**config.mk**
```make
export PLATFORM = sky130hd
export DESIGN_NAME = pin_irq_cpu_clock_out_pin_boot_ctl
export DESIGN_NICKNAME = d
export VERILOG_FILES = /design/src/pin_ctl_pkg.sv /design/src/pin_boot_strap.sv /design/src/pin_irq_cpu_clock_out_pin_boot_ctl.sv /design/src/pin_sync_edge.sv
export VERILOG_INCLUDE_DIRS = /design/src /design/src/src
export SDC_FILE = /design/constraint.sdc
export NUM_CORES = 1
export LEC_CHECK = 0
export ABC_CLOCK_PERIOD_IN_PS = 3650
export CAP_MARGIN = 10
export CORE_MARGIN = 4
export CORE_UTILIZATION = 50
export DETAILED_ROUTE_END_ITERATION = 10
export DONT_BUFFER_PORTS = 1
export PLACE_DENSITY = 0.71
export SYNTH_ARGS = -nofsm -noshare
export SYNTH_HDL_FRONTEND = slang
export SYNTH_SLANG_ARGS = --single-unit
```
**constraint.sdc**
```tcl
create_clock -name mclk -period 3.65 [get_ports mclk]
set_clock_uncertainty 0.1 [all_clocks]
set_input_delay 0.5475 -clock mclk [delete_from_list [all_inputs] [get_ports mclk]]
set_output_delay 0.5475 -clock mclk [all_outputs]
set_load 0.005 [all_outputs]
```
**src/pin_ctl_params.svh**
```systemverilog
`ifndef PIN_CTL_PARAMS_SVH
`define PIN_CTL_PARAMS_SVH

// Register byte offsets.
`define ADDR_SYSCTL    8'h00
`define ADDR_SYSCTL2   8'h04
`define ADDR_IRQ_CFG   8'h08
`define ADDR_GPIO_DIR  8'h0c
`define ADDR_GPIO_OUT  8'h10
`define ADDR_GPIO_IN   8'h14
`define ADDR_IRQ_STAT  8'h18
`define ADDR_IRQ_MASK  8'h1c

// Field positions.
`define CLK_SEL_BIT    14
`define CLK_EN_BIT     0
`define BOOT_EN_BIT    3
`define FLAG_BIT       0

// Reset values.
`define RST_CLK_SEL    1'b0
`define RST_CLK_EN     1'b1
`define RST_FLAG       1'b1
`define RST_SYNC       1'b1

// Widths, indices, timing counts and response codes.
`define GPIO_N         4
`define PWM_W          8
`define SYNC_N         8
`define SY_IRQA        0
`define SY_IRQB        1
`define SY_FLTA        2
`define SY_FLTB        3
`define SY_EMU         4
`define SY_BOOT        5
`define SY_E0          6
`define SY_F6          7
`define BOOT_WAIT      3'h5
`define RESP_OKAY      2'b00
`define RESP_SLVERR    2'b10

`endif

```
**src/pin_ctl_pkg.sv**
```systemverilog
package pin_ctl_pkg;

  typedef struct packed {
    logic fault_b;
    logic fault_a;
    logic irq_b;
    logic irq_a;
  } evt_t;

  typedef struct packed {
    logic conv_en;
    logic irq_b_en;
    logic irq_a_en;
    logic pol_b;
    logic pol_a;
  } irq_cfg_t;

  typedef enum logic {
    BOOT_SAMPLE,
    BOOT_RUN
  } boot_state_t;

endpackage : pin_ctl_pkg

```
**src/pin_boot_strap.sv**
```systemverilog
`timescale 1ns/1ps
`include "pin_ctl_params.svh"
module pin_boot_strap
  import pin_ctl_pkg::*;
#(
  parameter bit HAS_BOOT_ROM = 1'b1
) (
  // Clock and reset
  input  wire logic mclk,
  input  wire logic reset,
  // Strap level and flag value
  input  wire logic strap_lvl,
  input  wire logic flag_level,
  // Results
  output logic      boot_en,
  output logic      boot_rom_sel,
  output logic      flag_out,
  output logic      flag_oe
);

  boot_state_t state_ff;
  boot_state_t nxt_state;
  logic [2:0]  cnt_ff;
  logic [2:0]  nxt_cnt;
  logic        boot_en_ff;
  logic        nxt_boot_en;
  logic        sel_ff;
  logic        nxt_sel;
  logic        flag_ff;
  logic        nxt_flag;
  logic        oe_ff;
  logic        nxt_oe;

  // The strap is read through the synchroniser, so the pin is held as an
  // input until the synchroniser has filled with the pin's real level.
  always_comb
  begin
    nxt_state   = state_ff;
    nxt_cnt     = cnt_ff;
    nxt_boot_en = boot_en_ff;
    nxt_sel     = sel_ff;
    nxt_flag    = flag_ff;
    nxt_oe      = oe_ff;
    case (state_ff)
      BOOT_SAMPLE:
      begin
        nxt_cnt = cnt_ff + 3'h1;
        if (cnt_ff == `BOOT_WAIT)
        begin
          nxt_boot_en = strap_lvl;
          nxt_sel     = HAS_BOOT_ROM & strap_lvl;
          nxt_state   = BOOT_RUN;
          nxt_flag    = 1'b1;
          nxt_oe      = 1'b1;
        end
      end
      BOOT_RUN:
      begin
        nxt_flag = flag_level;
        nxt_oe = 1'b1;
      end
      default:
      begin
        nxt_state = BOOT_SAMPLE;
      end
    endcase
  end

  always_ff @(posedge mclk or posedge reset)
  begin
    if (reset)
    begin
      state_ff   <= BOOT_SAMPLE;
      cnt_ff     <= 3'h0;
      boot_en_ff <= 1'b0;
      sel_ff     <= 1'b0;
      flag_ff    <= 1'b0;
      oe_ff      <= 1'b0;
    end
    else
    begin
      state_ff   <= nxt_state;
      cnt_ff     <= nxt_cnt;
      boot_en_ff <= nxt_boot_en;
      sel_ff     <= nxt_sel;
      flag_ff    <= nxt_flag;
      oe_ff      <= nxt_oe;
    end
  end

  assign boot_en      = boot_en_ff;
  assign boot_rom_sel = sel_ff;
  assign flag_out     = flag_ff;
  assign flag_oe      = oe_ff;

  AST_BOOT_CAPTURE: assert property (@(posedge mclk) disable iff (reset)
    $rose(oe_ff) |-> boot_en_ff == $past(strap_lvl))
    else $error("Strap value not captured at the end of sampling.");

  AST_FLAG_HIGH: assert property (@(posedge mclk) disable iff (reset)
    $rose(oe_ff) |-> flag_ff)
    else $error("Flag output not high when first driven.");

  AST_NO_ROM_BOOT: assert property (@(posedge mclk) disable iff (reset)
    sel_ff |-> (HAS_BOOT_ROM && boot_en_ff))
    else $error("Boot select active on a part without boot memory.");

endmodule : pin_boot_strap

```
**src/pin_irq_cpu_clock_out_pin_boot_ctl.sv**
```systemverilog
// Function
// - Both user interrupt pins are edge detected with a software-chosen polarity.
// - The second interrupt pin also starts the converter, or is a plain GPIO.
// - The clock pin carries the CPU clock or the watchdog clock by bit 14, else GPIO.
// - The second power fault input raises its interrupt on a falling edge.
// - A second power fault puts all PWM pins of the second event manager in high-Z.
// - The boot pin is sampled as an input at reset into bit 3 of the second status reg.
// - After reset the boot pin drives the external flag output, high.
// - Parts without boot memory ignore the sampled boot value.
// - Every GPIO pin except the clock pin (bit 2, driven by the clock enable) comes up as an input after reset.
// - The crystal output goes high-Z while the emulation off input is low.
// - The first power fault input is falling-edge and puts the first PWM pins in high-Z.
`timescale 1ns/1ps
`include "pin_ctl_params.svh"
module pin_irq_cpu_clock_out_pin_boot_ctl
  import pin_ctl_pkg::*;
#(
  parameter bit HAS_BOOT_ROM = 1'b1
) (
  // Clock and reset
  input  wire logic               mclk,
  input  wire logic               reset,
  // AXI4-Lite slave
  input  wire logic [7:0]         awaddr,
  input  wire logic               awvalid,
  output logic                    awready,
  input  wire logic [31:0]        wdata,
  input  wire logic [3:0]         wstrb,
  input  wire logic               wvalid,
  output logic                    wready,
  output logic [1:0]              bresp,
  output logic                    bvalid,
  input  wire logic               bready,
  input  wire logic [7:0]         araddr,
  input  wire logic               arvalid,
  output logic                    arready,
  output logic [31:0]             rdata,
  output logic [1:0]              rresp,
  output logic                    rvalid,
  input  wire logic               rready,
  // Interrupt and fault pins
  input  wire logic               user_irq_in_a,
  input  wire logic               user_irq_in_b,
  input  wire logic               power_fault_in_first,
  input  wire logic               power_fault_in_second,
  // Clocks and oscillator
  input  wire logic               watchdog_tick_clock,
  input  wire logic               emulation_off_ctl_n,
  input  wire logic               osc_drive_in,
  output logic                    crystal_out_pin,
  output logic                    crystal_out_oe,
  // GPIO pads: a2, d0, e0 (clock out), f6
  input  wire logic               gpio_port_e_bit0_in,
  input  wire logic               gpio_port_f_bit6_in,
  output logic [`GPIO_N-1:0]      gpio_out,
  output logic [`GPIO_N-1:0]      gpio_oe,
  // Boot strap and flag pin
  input  wire logic               boot_flag_in,
  output logic                    external_flag_out,
  output logic                    external_flag_oe,
  output logic                    boot_rom_sel,
  // PWM enables of both event managers
  input  wire logic [`PWM_W-1:0]  pwm_first_oe_req,
  input  wire logic [`PWM_W-1:0]  pwm_second_oe_req,
  output logic [`PWM_W-1:0]       pwm_first_oe,
  output logic [`PWM_W-1:0]       pwm_second_oe,
  // Converter trigger and interrupt
  output logic                    conv_start_trigger_req,
  output logic                    irq
);

  logic [`SYNC_N-1:0] pin_raw;
  logic [`SYNC_N-1:0] pin_lvl;
  logic [`SYNC_N-1:0] pin_rise;
  logic [`SYNC_N-1:0] pin_fall;
  logic               boot_en;

  assign pin_raw = {gpio_port_f_bit6_in, gpio_port_e_bit0_in, boot_flag_in,
                    emulation_off_ctl_n, power_fault_in_second,
                    power_fault_in_first, user_irq_in_b, user_irq_in_a};

  genvar gi;
  generate
    for (gi = 0; gi < `SYNC_N; gi++)
    begin : g_sync
      pin_sync_edge u_sync (
        .mclk  (mclk),
        .reset (reset),
        .pin   (pin_raw[gi]),
        .lvl   (pin_lvl[gi]),
        .rise  (pin_rise[gi]),
        .fall  (pin_fall[gi])
      );
    end
  endgenerate

  // Bus state.
  logic        aw_held_ff, nxt_aw_held, w_held_ff, nxt_w_held;
  logic [7:0]  waddr_ff, nxt_waddr;
  logic [31:0] wdata_ff, nxt_wdata;
  logic [3:0]  wstrb_ff, nxt_wstrb;
  logic        awready_ff, nxt_awready, wready_ff, nxt_wready;
  logic        bvalid_ff, nxt_bvalid, arready_ff, nxt_arready;
  logic        rvalid_ff, nxt_rvalid;
  logic [1:0]  bresp_ff, nxt_bresp, rresp_ff, nxt_rresp;
  logic [31:0] rdata_ff, nxt_rdata;
  logic        do_wr;

  // Register state.
  logic                clk_sel_ff, nxt_clk_sel, clk_en_ff, nxt_clk_en;
  logic                flag_lvl_ff, nxt_flag_lvl;
  irq_cfg_t            cfg_ff, nxt_cfg;
  logic [`GPIO_N-1:0]  dir_ff, nxt_dir, dout_ff, nxt_dout;
  evt_t                stat_ff, nxt_stat, mask_ff, nxt_mask, evt, clr;
  logic                edge_b;

  // Pin state.
  logic [`GPIO_N-1:0]  gout_ff, nxt_gout, goe_ff, nxt_goe;
  logic [`PWM_W-1:0]   pwm1_ff, nxt_pwm1, pwm2_ff, nxt_pwm2;
  logic                xo_ff, nxt_xo, xoe_ff, nxt_xoe;
  logic                conv_ff, nxt_conv, irq_ff, nxt_irq;

  assign do_wr = aw_held_ff & w_held_ff & ~bvalid_ff;

  // Address and data are taken in either order; once both are held, the write
  // lands and the response is raised on the same edge.
  always_comb
  begin
    nxt_aw_held = aw_held_ff;
    nxt_w_held  = w_held_ff;
    nxt_waddr   = waddr_ff;
    nxt_wdata   = wdata_ff;
    nxt_wstrb   = wstrb_ff;
    nxt_bvalid  = bvalid_ff;
    nxt_bresp   = bresp_ff;
    nxt_rvalid  = rvalid_ff;
    nxt_rdata   = rdata_ff;
    nxt_rresp   = rresp_ff;
    if (awvalid && awready_ff)
    begin
      nxt_aw_held = 1'b1;
      nxt_waddr   = awaddr;
    end
    if (wvalid && wready_ff)
    begin
      nxt_w_held = 1'b1;
      nxt_wdata  = wdata;
      nxt_wstrb  = wstrb;
    end
    if (bvalid_ff && bready)
      nxt_bvalid = 1'b0;
    if (do_wr)
    begin
      nxt_aw_held = 1'b0;
      nxt_w_held  = 1'b0;
      nxt_bvalid  = 1'b1;
      nxt_bresp   = (waddr_ff > `ADDR_IRQ_MASK || waddr_ff[1:0] != 2'h0) ?
                    `RESP_SLVERR : `RESP_OKAY;
    end
    if (rvalid_ff && rready)
      nxt_rvalid = 1'b0;
    if (arvalid && arready_ff)
    begin
      nxt_rvalid = 1'b1;
      nxt_rresp  = `RESP_OKAY;
      nxt_rdata  = 32'h0;
      case (araddr)
        `ADDR_SYSCTL:
        begin
          nxt_rdata[`CLK_SEL_BIT] = clk_sel_ff;
          nxt_rdata[`CLK_EN_BIT]  = clk_en_ff;
        end
        `ADDR_SYSCTL2:
        begin
          nxt_rdata[`BOOT_EN_BIT] = boot_en;
          nxt_rdata[`FLAG_BIT]    = flag_lvl_ff;
        end
        `ADDR_IRQ_CFG:  nxt_rdata[4:0] = cfg_ff;
        `ADDR_GPIO_DIR: nxt_rdata[3:0] = dir_ff;
        `ADDR_GPIO_OUT: nxt_rdata[3:0] = dout_ff;
        `ADDR_GPIO_IN:  nxt_rdata[3:0] = {pin_lvl[`SY_F6], pin_lvl[`SY_E0],
                                          pin_lvl[`SY_IRQB], pin_lvl[`SY_IRQA]};
        `ADDR_IRQ_STAT: nxt_rdata[3:0] = stat_ff;
        `ADDR_IRQ_MASK: nxt_rdata[3:0] = mask_ff;
        default:        nxt_rresp      = `RESP_SLVERR;
      endcase
    end
    nxt_awready = ~nxt_aw_held & ~nxt_bvalid;
    nxt_wready  = ~nxt_w_held & ~nxt_bvalid;
    nxt_arready = ~nxt_rvalid;
  end

  always_comb
  begin
    nxt_clk_sel = clk_sel_ff;
    nxt_clk_en  = clk_en_ff;
    nxt_flag_lvl = flag_lvl_ff;
    nxt_cfg     = cfg_ff;
    nxt_dir     = dir_ff;
    nxt_dout    = dout_ff;
    nxt_mask    = mask_ff;
    clr         = '0;
    if (do_wr)
    begin
      case (waddr_ff)
        `ADDR_SYSCTL:
        begin
          if (wstrb_ff[1])
            nxt_clk_sel = wdata_ff[`CLK_SEL_BIT];
          if (wstrb_ff[0])
            nxt_clk_en = wdata_ff[`CLK_EN_BIT];
        end
        `ADDR_SYSCTL2:
          if (wstrb_ff[0])
            nxt_flag_lvl = wdata_ff[`FLAG_BIT];
        `ADDR_IRQ_CFG:
          if (wstrb_ff[0])
            nxt_cfg = wdata_ff[4:0];
        `ADDR_GPIO_DIR:
          if (wstrb_ff[0])
            nxt_dir = wdata_ff[3:0];
        `ADDR_GPIO_OUT:
          if (wstrb_ff[0])
            nxt_dout = wdata_ff[3:0];
        `ADDR_IRQ_STAT:
          if (wstrb_ff[0])
            clr = wdata_ff[3:0];
        `ADDR_IRQ_MASK:
          if (wstrb_ff[0])
            nxt_mask = wdata_ff[3:0];
        default:
          nxt_mask = mask_ff;
      endcase
    end
    evt.irq_a = cfg_ff.irq_a_en &
                (cfg_ff.pol_a ? pin_rise[`SY_IRQA] : pin_fall[`SY_IRQA]);
    edge_b    = cfg_ff.pol_b ? pin_rise[`SY_IRQB] : pin_fall[`SY_IRQB];
    evt.irq_b = cfg_ff.irq_b_en & edge_b;
    evt.fault_a = pin_fall[`SY_FLTA];
    evt.fault_b = pin_fall[`SY_FLTB];
    nxt_stat = (stat_ff & ~clr) | evt;
    nxt_irq  = |(nxt_stat & nxt_mask);
  end

  // Pin drivers. The clock image toggles its own flop, so the pin shows the
  // CPU clock at half rate; a full-rate copy cannot come from a flop.
  always_comb
  begin
    nxt_conv = cfg_ff.conv_en & edge_b;
    nxt_goe[0] = dir_ff[0] & ~cfg_ff.irq_a_en;
    nxt_goe[1] = dir_ff[1] & ~cfg_ff.irq_b_en & ~cfg_ff.conv_en;
    nxt_goe[2] = clk_en_ff | dir_ff[2];
    nxt_goe[3] = dir_ff[3];
    nxt_gout   = dout_ff;
    if (clk_en_ff)
      nxt_gout[2] = clk_sel_ff ? watchdog_tick_clock : ~gout_ff[2];
    nxt_pwm2 = pwm_second_oe_req & {`PWM_W{~nxt_stat.fault_b}};
    nxt_pwm1 = pwm_first_oe_req & {`PWM_W{~nxt_stat.fault_a}};
    nxt_xo   = osc_drive_in;
    nxt_xoe  = pin_lvl[`SY_EMU];
  end

  always_ff @(posedge mclk or posedge reset)
  begin
    if (reset)
    begin
      aw_held_ff <= 1'b0;
      w_held_ff  <= 1'b0;
      waddr_ff   <= 8'h00;
      wdata_ff   <= 32'h0;
      wstrb_ff   <= 4'h0;
      awready_ff <= 1'b0;
      wready_ff  <= 1'b0;
      bvalid_ff  <= 1'b0;
      bresp_ff   <= `RESP_OKAY;
      arready_ff <= 1'b0;
      rvalid_ff  <= 1'b0;
      rdata_ff   <= 32'h0;
      rresp_ff   <= `RESP_OKAY;
      clk_sel_ff <= `RST_CLK_SEL;
      clk_en_ff  <= `RST_CLK_EN;
      flag_lvl_ff <= `RST_FLAG;
      cfg_ff     <= '0;
      dir_ff     <= '0;
      dout_ff    <= '0;
      stat_ff    <= '0;
      mask_ff    <= '0;
      gout_ff    <= '0;
      goe_ff     <= '0;
      pwm1_ff    <= '0;
      pwm2_ff    <= '0;
      xo_ff      <= 1'b0;
      xoe_ff     <= 1'b0;
      conv_ff    <= 1'b0;
      irq_ff     <= 1'b0;
    end
    else
    begin
      aw_held_ff <= nxt_aw_held;
      w_held_ff  <= nxt_w_held;
      waddr_ff   <= nxt_waddr;
      wdata_ff   <= nxt_wdata;
      wstrb_ff   <= nxt_wstrb;
      awready_ff <= nxt_awready;
      wready_ff  <= nxt_wready;
      bvalid_ff  <= nxt_bvalid;
      bresp_ff   <= nxt_bresp;
      arready_ff <= nxt_arready;
      rvalid_ff  <= nxt_rvalid;
      rdata_ff   <= nxt_rdata;
      rresp_ff   <= nxt_rresp;
      clk_sel_ff <= nxt_clk_sel;
      clk_en_ff  <= nxt_clk_en;
      flag_lvl_ff <= nxt_flag_lvl;
      cfg_ff     <= nxt_cfg;
      dir_ff     <= nxt_dir;
      dout_ff    <= nxt_dout;
      stat_ff    <= nxt_stat;
      mask_ff    <= nxt_mask;
      gout_ff    <= nxt_gout;
      goe_ff     <= nxt_goe;
      pwm1_ff    <= nxt_pwm1;
      pwm2_ff    <= nxt_pwm2;
      xo_ff      <= nxt_xo;
      xoe_ff     <= nxt_xoe;
      conv_ff    <= nxt_conv;
      irq_ff     <= nxt_irq;
    end
  end

  pin_boot_strap #(
    .HAS_BOOT_ROM (HAS_BOOT_ROM)
  ) u_boot (
    .mclk         (mclk),
    .reset        (reset),
    .strap_lvl    (pin_lvl[`SY_BOOT]),
    .flag_level   (flag_lvl_ff),
    .boot_en      (boot_en),
    .boot_rom_sel (boot_rom_sel),
    .flag_out     (external_flag_out),
    .flag_oe      (external_flag_oe)
  );

  assign awready                = awready_ff;
  assign wready                 = wready_ff;
  assign bvalid                 = bvalid_ff;
  assign bresp                  = bresp_ff;
  assign arready                = arready_ff;
  assign rvalid                 = rvalid_ff;
  assign rdata                  = rdata_ff;
  assign rresp                  = rresp_ff;
  assign gpio_out               = gout_ff;
  assign gpio_oe                = goe_ff;
  assign pwm_first_oe           = pwm1_ff;
  assign pwm_second_oe          = pwm2_ff;
  assign crystal_out_pin        = xo_ff;
  assign crystal_out_oe         = xoe_ff;
  assign conv_start_trigger_req = conv_ff;
  assign irq                    = irq_ff;

  AST_IRQ_A_EDGE: assert property (@(posedge mclk) disable iff (reset)
    evt.irq_a |=> stat_ff.irq_a ##0 (irq == mask_ff.irq_a || stat_ff != 4'h1 || irq))
    else $error("Edge on interrupt pin a not flagged.");

  AST_CONV_TRIG: assert property (@(posedge mclk) disable iff (reset)
    (cfg_ff.conv_en && edge_b) |=> conv_start_trigger_req ##1 !conv_start_trigger_req)
    else $error("Converter trigger not a single pulse after the edge.");

  AST_CLK_WD: assert property (@(posedge mclk) disable iff (reset)
    (clk_en_ff && clk_sel_ff) |=> gpio_out[2] == $past(watchdog_tick_clock) && gpio_oe[2])
    else $error("Clock pin does not follow the watchdog clock.");

  AST_FAULT_B_FALL: assert property (@(posedge mclk) disable iff (reset)
    pin_fall[`SY_FLTB] |=> stat_ff.fault_b)
    else $error("Falling edge of second fault input not flagged.");

  AST_PWM_B_HIZ: assert property (@(posedge mclk) disable iff (reset)
    stat_ff.fault_b |-> pwm_second_oe == '0)
    else $error("Second PWM group driven during a fault.");

  AST_GPIO_DIR_IN: assert property (@(posedge mclk) disable iff (reset)
    (dir_ff[3] == 1'b0) |=> !gpio_oe[3])
    else $error("GPIO driven while set as input.");

  AST_XTAL_HIZ: assert property (@(posedge mclk) disable iff (reset)
    !pin_lvl[`SY_EMU] |=> !crystal_out_oe)
    else $error("Crystal output driven while emulation off is low.");

  AST_PWM_A_HIZ: assert property (@(posedge mclk) disable iff (reset)
    stat_ff.fault_a |-> pwm_first_oe == '0)
    else $error("First PWM group driven during a fault.");

  AST_ONE_PER_EDGE: assert property (@(posedge mclk) disable iff (reset)
    pin_fall[`SY_FLTA] |=> !pin_fall[`SY_FLTA])
    else $error("One edge produced two requests.");

  AST_HIZ_HOLD: assert property (@(posedge mclk) disable iff (reset)
    (stat_ff.fault_b && !clr.fault_b) |=> stat_ff.fault_b)
    else $error("Fault flag dropped without a software clear.");

  COV_IRQ_B: cover property (@(posedge mclk) disable iff (reset) evt.irq_b ##1 irq);
  COV_FAULT_CLR: cover property (@(posedge mclk) disable iff (reset)
    stat_ff.fault_a ##1 !stat_ff.fault_a);
  COV_WR_RD: cover property (@(posedge mclk) disable iff (reset) bvalid ##[1:4] rvalid);

endmodule : pin_irq_cpu_clock_out_pin_boot_ctl

```
**src/pin_sync_edge.sv**
```systemverilog
`timescale 1ns/1ps
`include "pin_ctl_params.svh"
module pin_sync_edge (
  // Clock and reset
  input  wire logic mclk,
  input  wire logic reset,
  // Pin and results
  input  wire logic pin,
  output logic      lvl,
  output logic      rise,
  output logic      fall
);

  logic s1_ff;
  logic s2_ff;
  logic s3_ff;
  logic lvl_ff;
  logic nxt_lvl;

  // The level moves only once the second and third stages agree.
  always_comb
  begin
    nxt_lvl = (s2_ff == s3_ff) ? s3_ff : lvl_ff;
  end

  always_ff @(posedge mclk or posedge reset)
  begin
    if (reset)
    begin
      s1_ff  <= `RST_SYNC;
      s2_ff  <= `RST_SYNC;
      s3_ff  <= `RST_SYNC;
      lvl_ff <= `RST_SYNC;
    end
    else
    begin
      s1_ff  <= pin;
      s2_ff  <= s1_ff;
      s3_ff  <= s2_ff;
      lvl_ff <= nxt_lvl;
    end
  end

  assign lvl  = lvl_ff;
  assign rise = nxt_lvl & ~lvl_ff;
  assign fall = ~nxt_lvl & lvl_ff;

endmodule : pin_sync_edge

```
==> qor.txt, run 1 <==
CTS clk-pin slew, worst paths: 0.06 ns
Worst IR Drop VDD: 0.327 mV
Critical Path Source Type: register
multiplexer area fraction after synthesis: 10.6%
area leader, netlist: dfrtp_1
share of the yosys chip area belonging to registers: 61.9%
Max-Cap Viols: 0
largest net degree at the start of global routing: 43
initial drt markers: 119
Initial Util: 51.2%
area share of fa/ha/maj cells after synthesis: 2.10%
combinational family with the most area after synthesis: simple AND/OR/NAND/NOR gates
Top FF cell, synth: dfrtp_1
fin nets: 470
total gr overflow: 0
Residual DRC: 0
post-synth top area share: 44.0%
Die Ht: 108 um
pwr dens: 681 mW/mm2
Rows: 36
die width: 108 um
xor and xnor fraction of the mapped netlist area: 0.350%
gpl congestion: 0.807
routed wire length: 9200 um
FF+latch area: 0.00310 mm2
Core Footprint: 0.00977 mm2
Fmax: 487 MHz
Post-Layout Cell Count: 529
library cells used by synthesis: 61
DR vias: 2,753
setup TNS: 0 ns
Netlist Area Pre-Place: 0.00500 mm2
TritonRoute pass-1 iters: 4
CTS sink cnt: 122
Multi-input gate area: 0.00169 mm2
slew at the pin with the worst max-slew slack: 0.548 ns
Layout area overhead: 14.6%
DIE AREA: 0.0117 mm2
layout cell share with drive strength beyond 1: 33.1%
vias in the first global route: 2,879
Fin. Hold Viols: 0
Relative slew margins: 63.2%
placed instance count: 486
Final Slew Violations: 0
Routed Antenna Nets: 0
Crit Path Class: register to register
CTS Buffer Depth: 2
# port buffers: 0
Util after Layout: 58.6%
Post-synth ARST share: 100%
data arrival time of the worst path: 2.35 ns
status: finished clean
Global Route Usage Sum: 17.2%
EDFF count, synth: 0
synth warn: 0
number of diodes: 0
Root Driver: clkbuf_8
top post-synthesis cells by area: dfrtp_1 (44%), dfstp_2 (18%), mux2_2 (7.7%)
Compound-Gate Fraction of Synth Area: 5.43%
Avg WL per Cell: 17.4 um
fin crit period: 2.05 ns
Crit. End Element: register
CTS tree: yes
RSZ-0062 raised after global routing: no
Tot Pwr: 0.00390 W
Filler cells: 795
Final Setup Violations: 0
Avg Cell Area, Syn: 13.9 um2
Synth Instances: 359
Tightest Hold Check Type: primary input to register
#FFs+latches synth: 122
worst-path maximum fanout: 8
first-pass GRT wire length: 14,900 um
CP Data Required Time: 3.95 ns
post-route clock period utilization: 56.3%
Ports: 157
worst skew pair latency: 0.52 ns
post-DP HPWL: 6590 um
initial antenna violation count: 0
vias per inst: 5.20
Leak: 2.54 nW
Post-Synth Simple-Gate Area: 13.1%
Num CTS Buffers: 17
H-tree depth: 4
Yosys cell counts (all sizes together), types with 8 or more instances:
cell and number:
nand4 9, buf 34, mux2 34, dfrtp 88, nand2 13, nor2 12
maj3 8, dfstp 34, mux2i 8, inv 14, and2 17
through the flow:
step / worst slack (ns) / hold slack [ns] / area, um2
after floorplan: 1.53 / 0.245 / 5110
after global placement: 1.63 / 0.246 / 5030
after detailed placement: 1.59 / 0.247 / 5030
after CTS: 1.58 / 0.0215 / 5730
after global routing: 1.48 / 0.0301 / 5730
final: 1.60 / 0.0503 / 5730
routing by layer:
layer / track usage (%) / up-vias / share of wire (%)
li1: - / 1252 / -
met1: 20.6 / 1382 / 41
met2: 27.3 / 99 / 49
met3: 6.39 / 20 / 7.5
met4: 8.84 / 0 / 2.9
met5: 0 / - / 0
critical path, stage by stage (launching register included):
cell     delay (ns)
dfrtp_1        0.42
and3b_1        0.47
nand4_4        0.19
nor2_1         0.36
mux2_2         0.39
logic make-up after synthesis:
group           count (synthesis)
buf+inv                        51
simple gates                   95
flops                         122
compound gates                 33
xor+xnor                        2
other cells                     1
mux                            45
fa+ha+maj                      10
worst paths after layout:
kind                                         from                      to  slack (ns)  cells after the start
max in group asynchronous                   reset  g_sync[1].u_sync.s1_ff        2.15                      3
hold reg to reg            g_sync[3].u_sync.s1_ff  g_sync[3].u_sync.s2_ff        0.25                      0
hold / removal               pwm_second_oe_req[3]        pwm_second_oe[3]        0.05                      1
min in group asynchronous                   reset              gpio_oe[2]        0.43                      2
setup / recovery                           bvalid               dir_ff[2]        1.60                      4
setup reg to reg                           bvalid               dir_ff[2]        1.60                      4
layout by cell type (no fill, tap or decap), types with 3 or more instances in the layout:
| master | instances |
|---|---|
| clkinvlp_4 | 4 |
| nand4_1 | 7 |
| or2_2 | 7 |
| dlygate4sd3_1 | 11 |
| clkinv_4 | 3 |
| nand2b_1 | 4 |
| nand2_1 | 13 |
| o21ai_0 | 3 |
| dfstp_2 | 34 |
| nand4b_1 | 4 |
| conb_1 | 28 |
| inv_1 | 13 |
| mux2i_1 | 8 |
| nor3b_1 | 6 |
| o21a_1 | 4 |
| maj3_1 | 8 |
| nor2b_1 | 5 |
| buf_4 | 4 |
| dfrtp_1 | 88 |
| inv_6 | 5 |
| mux4_2 | 3 |
| clkbuf_16 | 16 |
| nor2_1 | 11 |
| mux2_2 | 34 |
| and2_1 | 16 |
| a21oi_1 | 6 |
timing repair:
action / CTS / global route
setup buffers: 0 / 0
hold buffers: 11 / 0
gates resized for setup: 0 / 0
endpoints found under the hold margin: 29 / 0
sequential cells by signal (all words and copies together), names as in the netlist, 2 cells and up:
register	cells
g_sync.u_sync.lvl	8
g_sync.u_sync.s1_ff	8
g_sync.u_sync.s2_ff	8
g_sync.u_sync.s3_ff	8
pwm_first_oe	8
pwm_second_oe	8
waddr_ff	8
rdata	6
wdata_ff	6
cfg_ff	5
dir_ff	4
dout_ff	4
gpio_oe	4
gpio_out	4
mask_ff	4
stat_ff	4
u_boot.cnt_ff	3
wstrb_ff	2
area by class of cell:
class | count | area share (%)
sequential | 122 | 54.0
timing repair buffer | 15 | 2.45
tap | 133 | 2.90
inverter | 14 | 0.983
clock buffer | 18 | 7.47
multi-input combinational | 213 | 29.4
clock inverter | 14 | 2.75
power by group:
part | switching (W) | internal (W) | total, W
logic | 0.000227 | 0.000240 | 0.000467
registers | 0.000242 | 0.00158 | 0.00182
clock network | 0.000619 | 0.00100 | 0.00162
total | 0.00109 | 0.00282 | 0.00390
Note: power is estimated with default switching activity, not from simulation.
==> run 2: changes to the inputs <==
ABC_CLOCK_PERIOD_IN_PS = 2000   (was 3650)
PLACE_DENSITY = 0.68   (was 0.71)
clock period = 2 ns   (was 3.65 ns; I/O delays follow)
==> qor.txt, run 2 (synthesized netlist as in run 1, its figures left out) <==
status: finished clean
Critical Path Source Type: register
Leak: 2.75 nW (+8.3%)
Final Setup Violations: 0 (unchanged)
Tightest Hold Check Type: primary input to register
routed wire length: 9630 um (+4.7%)
worst-path maximum fanout: 4 (-4)
CP peak stage delay: 0.57 ns (+0.10 ns)
RSZ-0062 raised after global routing: yes
Initial Util: 51.2% (unchanged)
Residual DRC: 0 (unchanged)
CP Data Required Time: 2.30 ns (-1.65 ns)
Die Ht: 108 um (unchanged)
fin crit period: 1.95 ns (-0.104 ns)
switch share: 27.9% (+0.087 points)
Tot Pwr: 0.00727 W (+86%)
worst hold endpoint: rdata[0]
pwr dens: 1170 mW/mm2 (+71%)
initial antenna violation count: 0 (unchanged)
CTS sink cnt: 122 (unchanged)
gpl congestion: 0.790 (-2.0%)
worst reg2reg setup slack: 0.05 ns (-1.55 ns)
Layout area overhead: 24.4%
CP Cell Sequence: or4b_2 -> a21boi_0 -> o2bb2ai_1 -> o2111ai_1
Num CTS Buffers: 17 (unchanged)
min setup slack post-route: 0.0488 ns (-1.55 ns)
largest net degree at the start of global routing: 123 (+190%)
slew at the pin with the worst max-slew slack: 0.636 ns (+0.0879 ns)
die width: 108 um (unchanged)
H-tree depth: 4 (unchanged)
reg2reg start: g_sync[0].u_sync.lvl
DP Worst Slack: 0.102 ns (-1.49 ns)
Filler cells: 740 (-6.9%)
total gr overflow: 0 (unchanged)
Internal Pwr Total: 0.00524 W (+86%)
worst skew pair latency: 0.51 ns (about the same)
Ports: 157 (unchanged)
Routed Antenna Nets: 0 (unchanged)
Logic pwr share: 13.7% (+1.7 points)
Core Footprint: 0.00977 mm2 (unchanged)
Multi-input gate area: 0.00169 mm2 (+0.15%)
hold wc startpoint: arvalid
CTS clk-pin slew, worst paths: 0.06 ns (about the same)
DR vias: 2,910 (+5.7%)
vias per inst: 5.04 (-3.1%)
Setup Buffers After CTS: 0 (unchanged)
CP max-delay cell: or4b_2
Reg power frac: 45.4% (-1.2 points)
Switch Pwr: 0.00203 W (+87%)
Rows: 36 (unchanged)
CTS Buffer Depth: 2 (unchanged)
worst hold slack: 0.0194 ns (-0.0309 ns)
reg-to-reg endpoint: irq
Global Route Usage Sum: 18.2% (+1.0 points)
number of diodes: 0 (unchanged)
clock share of power: 40.9% (-0.6 points)
Worst IR Drop VDD: 0.536 mV (+64%)
Final Slew Violations: 0 (unchanged)
initial drt markers: 170 (+43%)
vias in the first global route: 3,196 (+11%)
DIE AREA: 0.0117 mm2 (unchanged)
Relative slew margins: 57.6% (-5.6 points)
Avg WL per Cell: 16.7 um (-4.0%)
Crit. End Element: register
CTS tree: yes
data arrival time of the worst path: 2.26 ns (-0.09 ns)
R2R depth: 4 (unchanged)
commonest non-fill, non-tap cell in the layout: dfrtp_1
FF+latch area: 0.00310 mm2 (unchanged)
layout cell share with drive strength beyond 1: 30.6% (-2.5 points)
fin nets: 518 (+10%)
Max-Cap Viols: 0 (unchanged)
Fmax: 512 MHz (+5.3%)
# port buffers: 0 (unchanged)
commonest non-fill, non-tap cells in the layout: dfrtp_1 (88), dlygate4sd3_1 (55), mux2_2 (34), dfstp_2 (34), conb_1 (28)
TritonRoute pass-1 iters: 4 (unchanged)
post-DP HPWL: 6310 um (-4.3%)
first-pass GRT wire length: 16,100 um (+8.0%)
Crit Path Class: register to register
post-route clock period utilization: 97.6% (+41 points)
Fin. Hold Viols: 0 (unchanged)
Root Driver: clkbuf_8
Hold Path Stages: 3 (+2)
==> run 2: cell count changes in the layout (fill, tap and decap cells not counted) <==
cell,before,now
a21boi_1,0,1
nor2_1,11,10
inv_6,5,4
buf_4,4,7
a21boi_0,2,1
inv_8,0,1
buf_12,0,1
nor2_2,0,1
clkinvlp_4,4,5
clkinv_2,1,0
dlygate4sd3_1,11,55
==> run 2: power by group through the flow <==
stage	Clock [W]	Sequential (W)	Combinational, W
final	0.00297	0.00330	0.000997
after floorplan	0	0.00318	0.000858
after global routing	0.00314	0.00337	0.00111
after CTS	0.00304	0.00330	0.00100
after global placement	0	0.00331	0.000881
after detailed placement	0	0.00333	0.000910
==> run 2: critical path, delay by kind of cell, from the launching register on <==
kind,cells,cell delay [ns]
AO/OA/AOI/OAI,3,0.62
AND/OR/NAND/NOR,1,0.57
flip-flops,1,0.55
==> run 2: through the flow <==
step,cells,setup TNS (ns),instance area [um2],util (%)
after floorplan,386,0,5110,-
after global placement,490,0,5080,51.9
after detailed placement,490,0,5080,51.9
after CTS,577,0,6220,63.6
after global routing,577,-0.00112,6220,63.6
final,577,0,6220,63.6
==> run 2: cell type report <==
type	instances	area share [%]
multi-input cells	213	27.2
clock buffers	18	6.88
repair buffers	63	10.0
flip-flops and latches	122	49.8
well taps	133	2.67
clock inverters	14	2.61
inverters	14	0.905
==> run 2: routing by layer <==
layer	wire length, um	vias to the layer above	share of wire [%]	global-route usage (%)
met2	4850	108	50	29.8
met5	0	-	0	0
met4	174	0	1.8	7.84
li1	-	1346	-	-
met1	3830	1444	40	22.0
met3	779	12	8.1	6.57
==> run 2: repair_timing <==
item                                   CTS  global route
gates resized for setup                  0             2
endpoints found under the hold margin  143             0
hold buffers                            55             0
setup endpoints to repair                0             2
==> run 2: worst max path at each step <==
stage                               from   endpoint  slack (ns)  cells past startpoint
floorplan                          reset    arready        0.13                      1
global placement    g_sync[0].u_sync.lvl        irq        0.12                      4
detailed placement  g_sync[0].u_sync.lvl        irq        0.10                      4
CTS                          waddr_ff[0]  cfg_ff[4]        0.07                      4
global route                 waddr_ff[0]  cfg_ff[4]      -0.001                      4
finish              g_sync[0].u_sync.lvl        irq        0.05                      4
==> run 3: changes to the inputs <==
CORE_ASPECT_RATIO = 1.75   (was default)
==> qor.txt, run 3 (synthesized netlist as in run 1, its figures left out) <==
Global Route Usage Sum: 17.7% (-0.56 points)
Final Setup Violations: 0 (unchanged)
Worst setup startpoint: bvalid
Num CTS Buffers: 17 (unchanged)
commonest non-fill, non-tap cells in the layout: dfrtp_1 (88), dlygate4sd3_1 (49), mux2_2 (34), dfstp_2 (34), conb_1 (28)
Layout area overhead: 24.4% (about the same)
GR Layer Usage met2: 31.6% (+1.8 points)
routed wire length: 9730 um (+1.0%)
CTS tree: yes
Filler cells: 779 (+5.3%)
Worst IR Drop VDD: 0.798 mV (+49%)
Crit. End Element: register
DIE AREA: 0.0117 mm2 (+0.54%)
Relative slew margins: 65.7% (+8.1 points)
Final Slew Violations: 0 (unchanged)
Routed Antenna Nets: 0 (unchanged)
die width: 83.6 um (-23%)
# port buffers: 0 (unchanged)
Leak: 2.76 nW (+0.68%)
Setup Buffers After CTS: 0 (unchanged)
hold wc startpoint: araddr[3]
layout cell share with drive strength beyond 1: 31.1% (+0.51 points)
worst skew pair latency: 0.41 ns (-0.10 ns)
CP max-delay cell: dfrtp_1
Max-Cap Viols: 0 (unchanged)
data arrival time of the worst path: 2.10 ns (-0.16 ns)
initial antenna violation count: 0 (unchanged)
H-tree depth: 4 (unchanged)
Tightest Hold Check Type: primary input to register
CTS sink cnt: 122 (unchanged)
setup TNS: 0 ns (unchanged)
CP peak stage delay: 0.43 ns (-0.14 ns)
first-pass GRT wire length: 16,000 um (-0.39%)
number of diodes: 0 (unchanged)
Root Driver: clkbuf_16
Fin. Hold Viols: 0 (unchanged)
CTS Buffer Depth: 2 (unchanged)
vias in the first global route: 3,142 (-1.7%)
worst-path maximum fanout: 5 (+1)
CP Data Required Time: 2.19 ns (-0.11 ns)
DR vias: 2,940 (+1.0%)
R2R depth: 4 (unchanged)
pwr dens: 1230 mW/mm2 (+4.9%)
status: finished clean
largest net degree at the start of global routing: 92 (-25%)
RSZ-0062 raised after global routing: no
Residual DRC: 0 (unchanged)
fin crit period: 1.91 ns (-0.0448 ns)
post-DP HPWL: 6880 um (+9.0%)
Fmax: 525 MHz (+2.3%)
met1 Usage GRT: 18.8% (-3.1 points)
slew at the pin with the worst max-slew slack: 0.510 ns (-0.126 ns)
total gr overflow: 0 (unchanged)
post-CTS sizing: 0 (unchanged)
initial drt markers: 116 (-32%)
placed instance count: 484 (-1.2%)
Critical Path Source Type: register
commonest non-fill, non-tap cell in the layout: dfrtp_1
Post-Layout Cell Count: 565 (-2.1%)
gpl congestion: 0.799 (+1.1%)
Core Footprint: 0.00985 mm2 (+0.77%)
Top Usage Layer GRT: met2
fin nets: 514 (-0.77%)
Crit Path Class: register to register
Hold Path Stages: 3 (unchanged)
Die Ht: 140 um (+30%)
Rows: 48 (+33%)
TritonRoute pass-1 iters: 4 (unchanged)
Util after Layout: 63.2% (-0.47 points)
CTS clk-pin slew, worst paths: 0.05 ns (about the same)
Avg WL per Cell: 17.2 um (+3.2%)
Ports: 157 (unchanged)
Initial Util: 50.8% (-0.39 points)
CP Cell Sequence: and3b_1 -> nand4_4 -> nor2_1 -> mux2_2
worst hold slack: 0.0294 ns (+0.00996 ns)
vias per inst: 5.20 (+3.2%)
Global Route met3 Usage: 6.00% (-0.56 points)
post-route clock period utilization: 95.3% (-2.2 points)
reg2reg start: bvalid
-- run 3: cell count changes in the layout (fill, tap and decap cells not counted), sizes merged --
cell / before / now
buf: 8 / 10
bufinv: 2 / 5
clkbuf: 18 / 17
clkinv: 3 / 7
clkinvlp: 5 / 3
dlygate4sd3: 55 / 49
inv: 18 / 14
-- run 3: through the flow --
step | instance area (um2) | setup WS, ns | total power (W)
after global placement | 5080 | 0.129 | 0.00425
after CTS | 6220 | 0.0904 | 0.00772
final | 6220 | 0.0936 | 0.00762
after floorplan | 5110 | 0.130 | 0.00404
after global routing | 6220 | 0.000102 | 0.00801
after detailed placement | 5080 | 0.100 | 0.00430
-- run 3: per-layer routing --
metal / vias up / share of wire [%]
li1: 1340 / -
met1: 1498 / 36
met2: 90 / 57
met3: 12 / 5.7
met4: 0 / 1.5
met5: - / 0
-- run 3: final timing paths --
path / endpoint / slack [ns]
max reg2reg: dir_ff[1] / 0.09
min reg2reg: g_sync[2].u_sync.s2_ff / 0.25
min: rdata[14] / 0.03
max in group asynchronous: g_sync[4].u_sync.lvl / 0.94
min in group asynchronous: gpio_out[1] / 0.17
max: dir_ff[1] / 0.09
-- run 3: worst max-delay path, delay by kind of cell (launching register included) --
kind,cells,cell delay (ns)
AND/OR/NAND/NOR,3,0.88
flip-flops,1,0.43
multiplexers,1,0.38
-- run 3: report_power, final --
group | internal [W] | switching (W)
Sequential | 0.00288 | 0.000409
Clock | 0.00221 | 0.00108
Combinational | 0.000552 | 0.000492
Total | 0.00564 | 0.00198
-- run 3: area by class of cell --
type	count	area, um2	area share [%]
clock inverters	15	224	3.60
clock buffers	17	425	6.84
repair buffers	59	578	9.29
well taps	125	156	2.51
flip-flops and latches	122	3100	49.7
multi-input cells	213	1690	27.1
inverters	14	56.3	0.905
-- run 3: what timing repair did --
action / 4_1_cts / 5_1_grt
endpoints found under the setup margin: 0 / 6
endpoints found under the hold margin: 138 / 0
hold buffers: 49 / 0
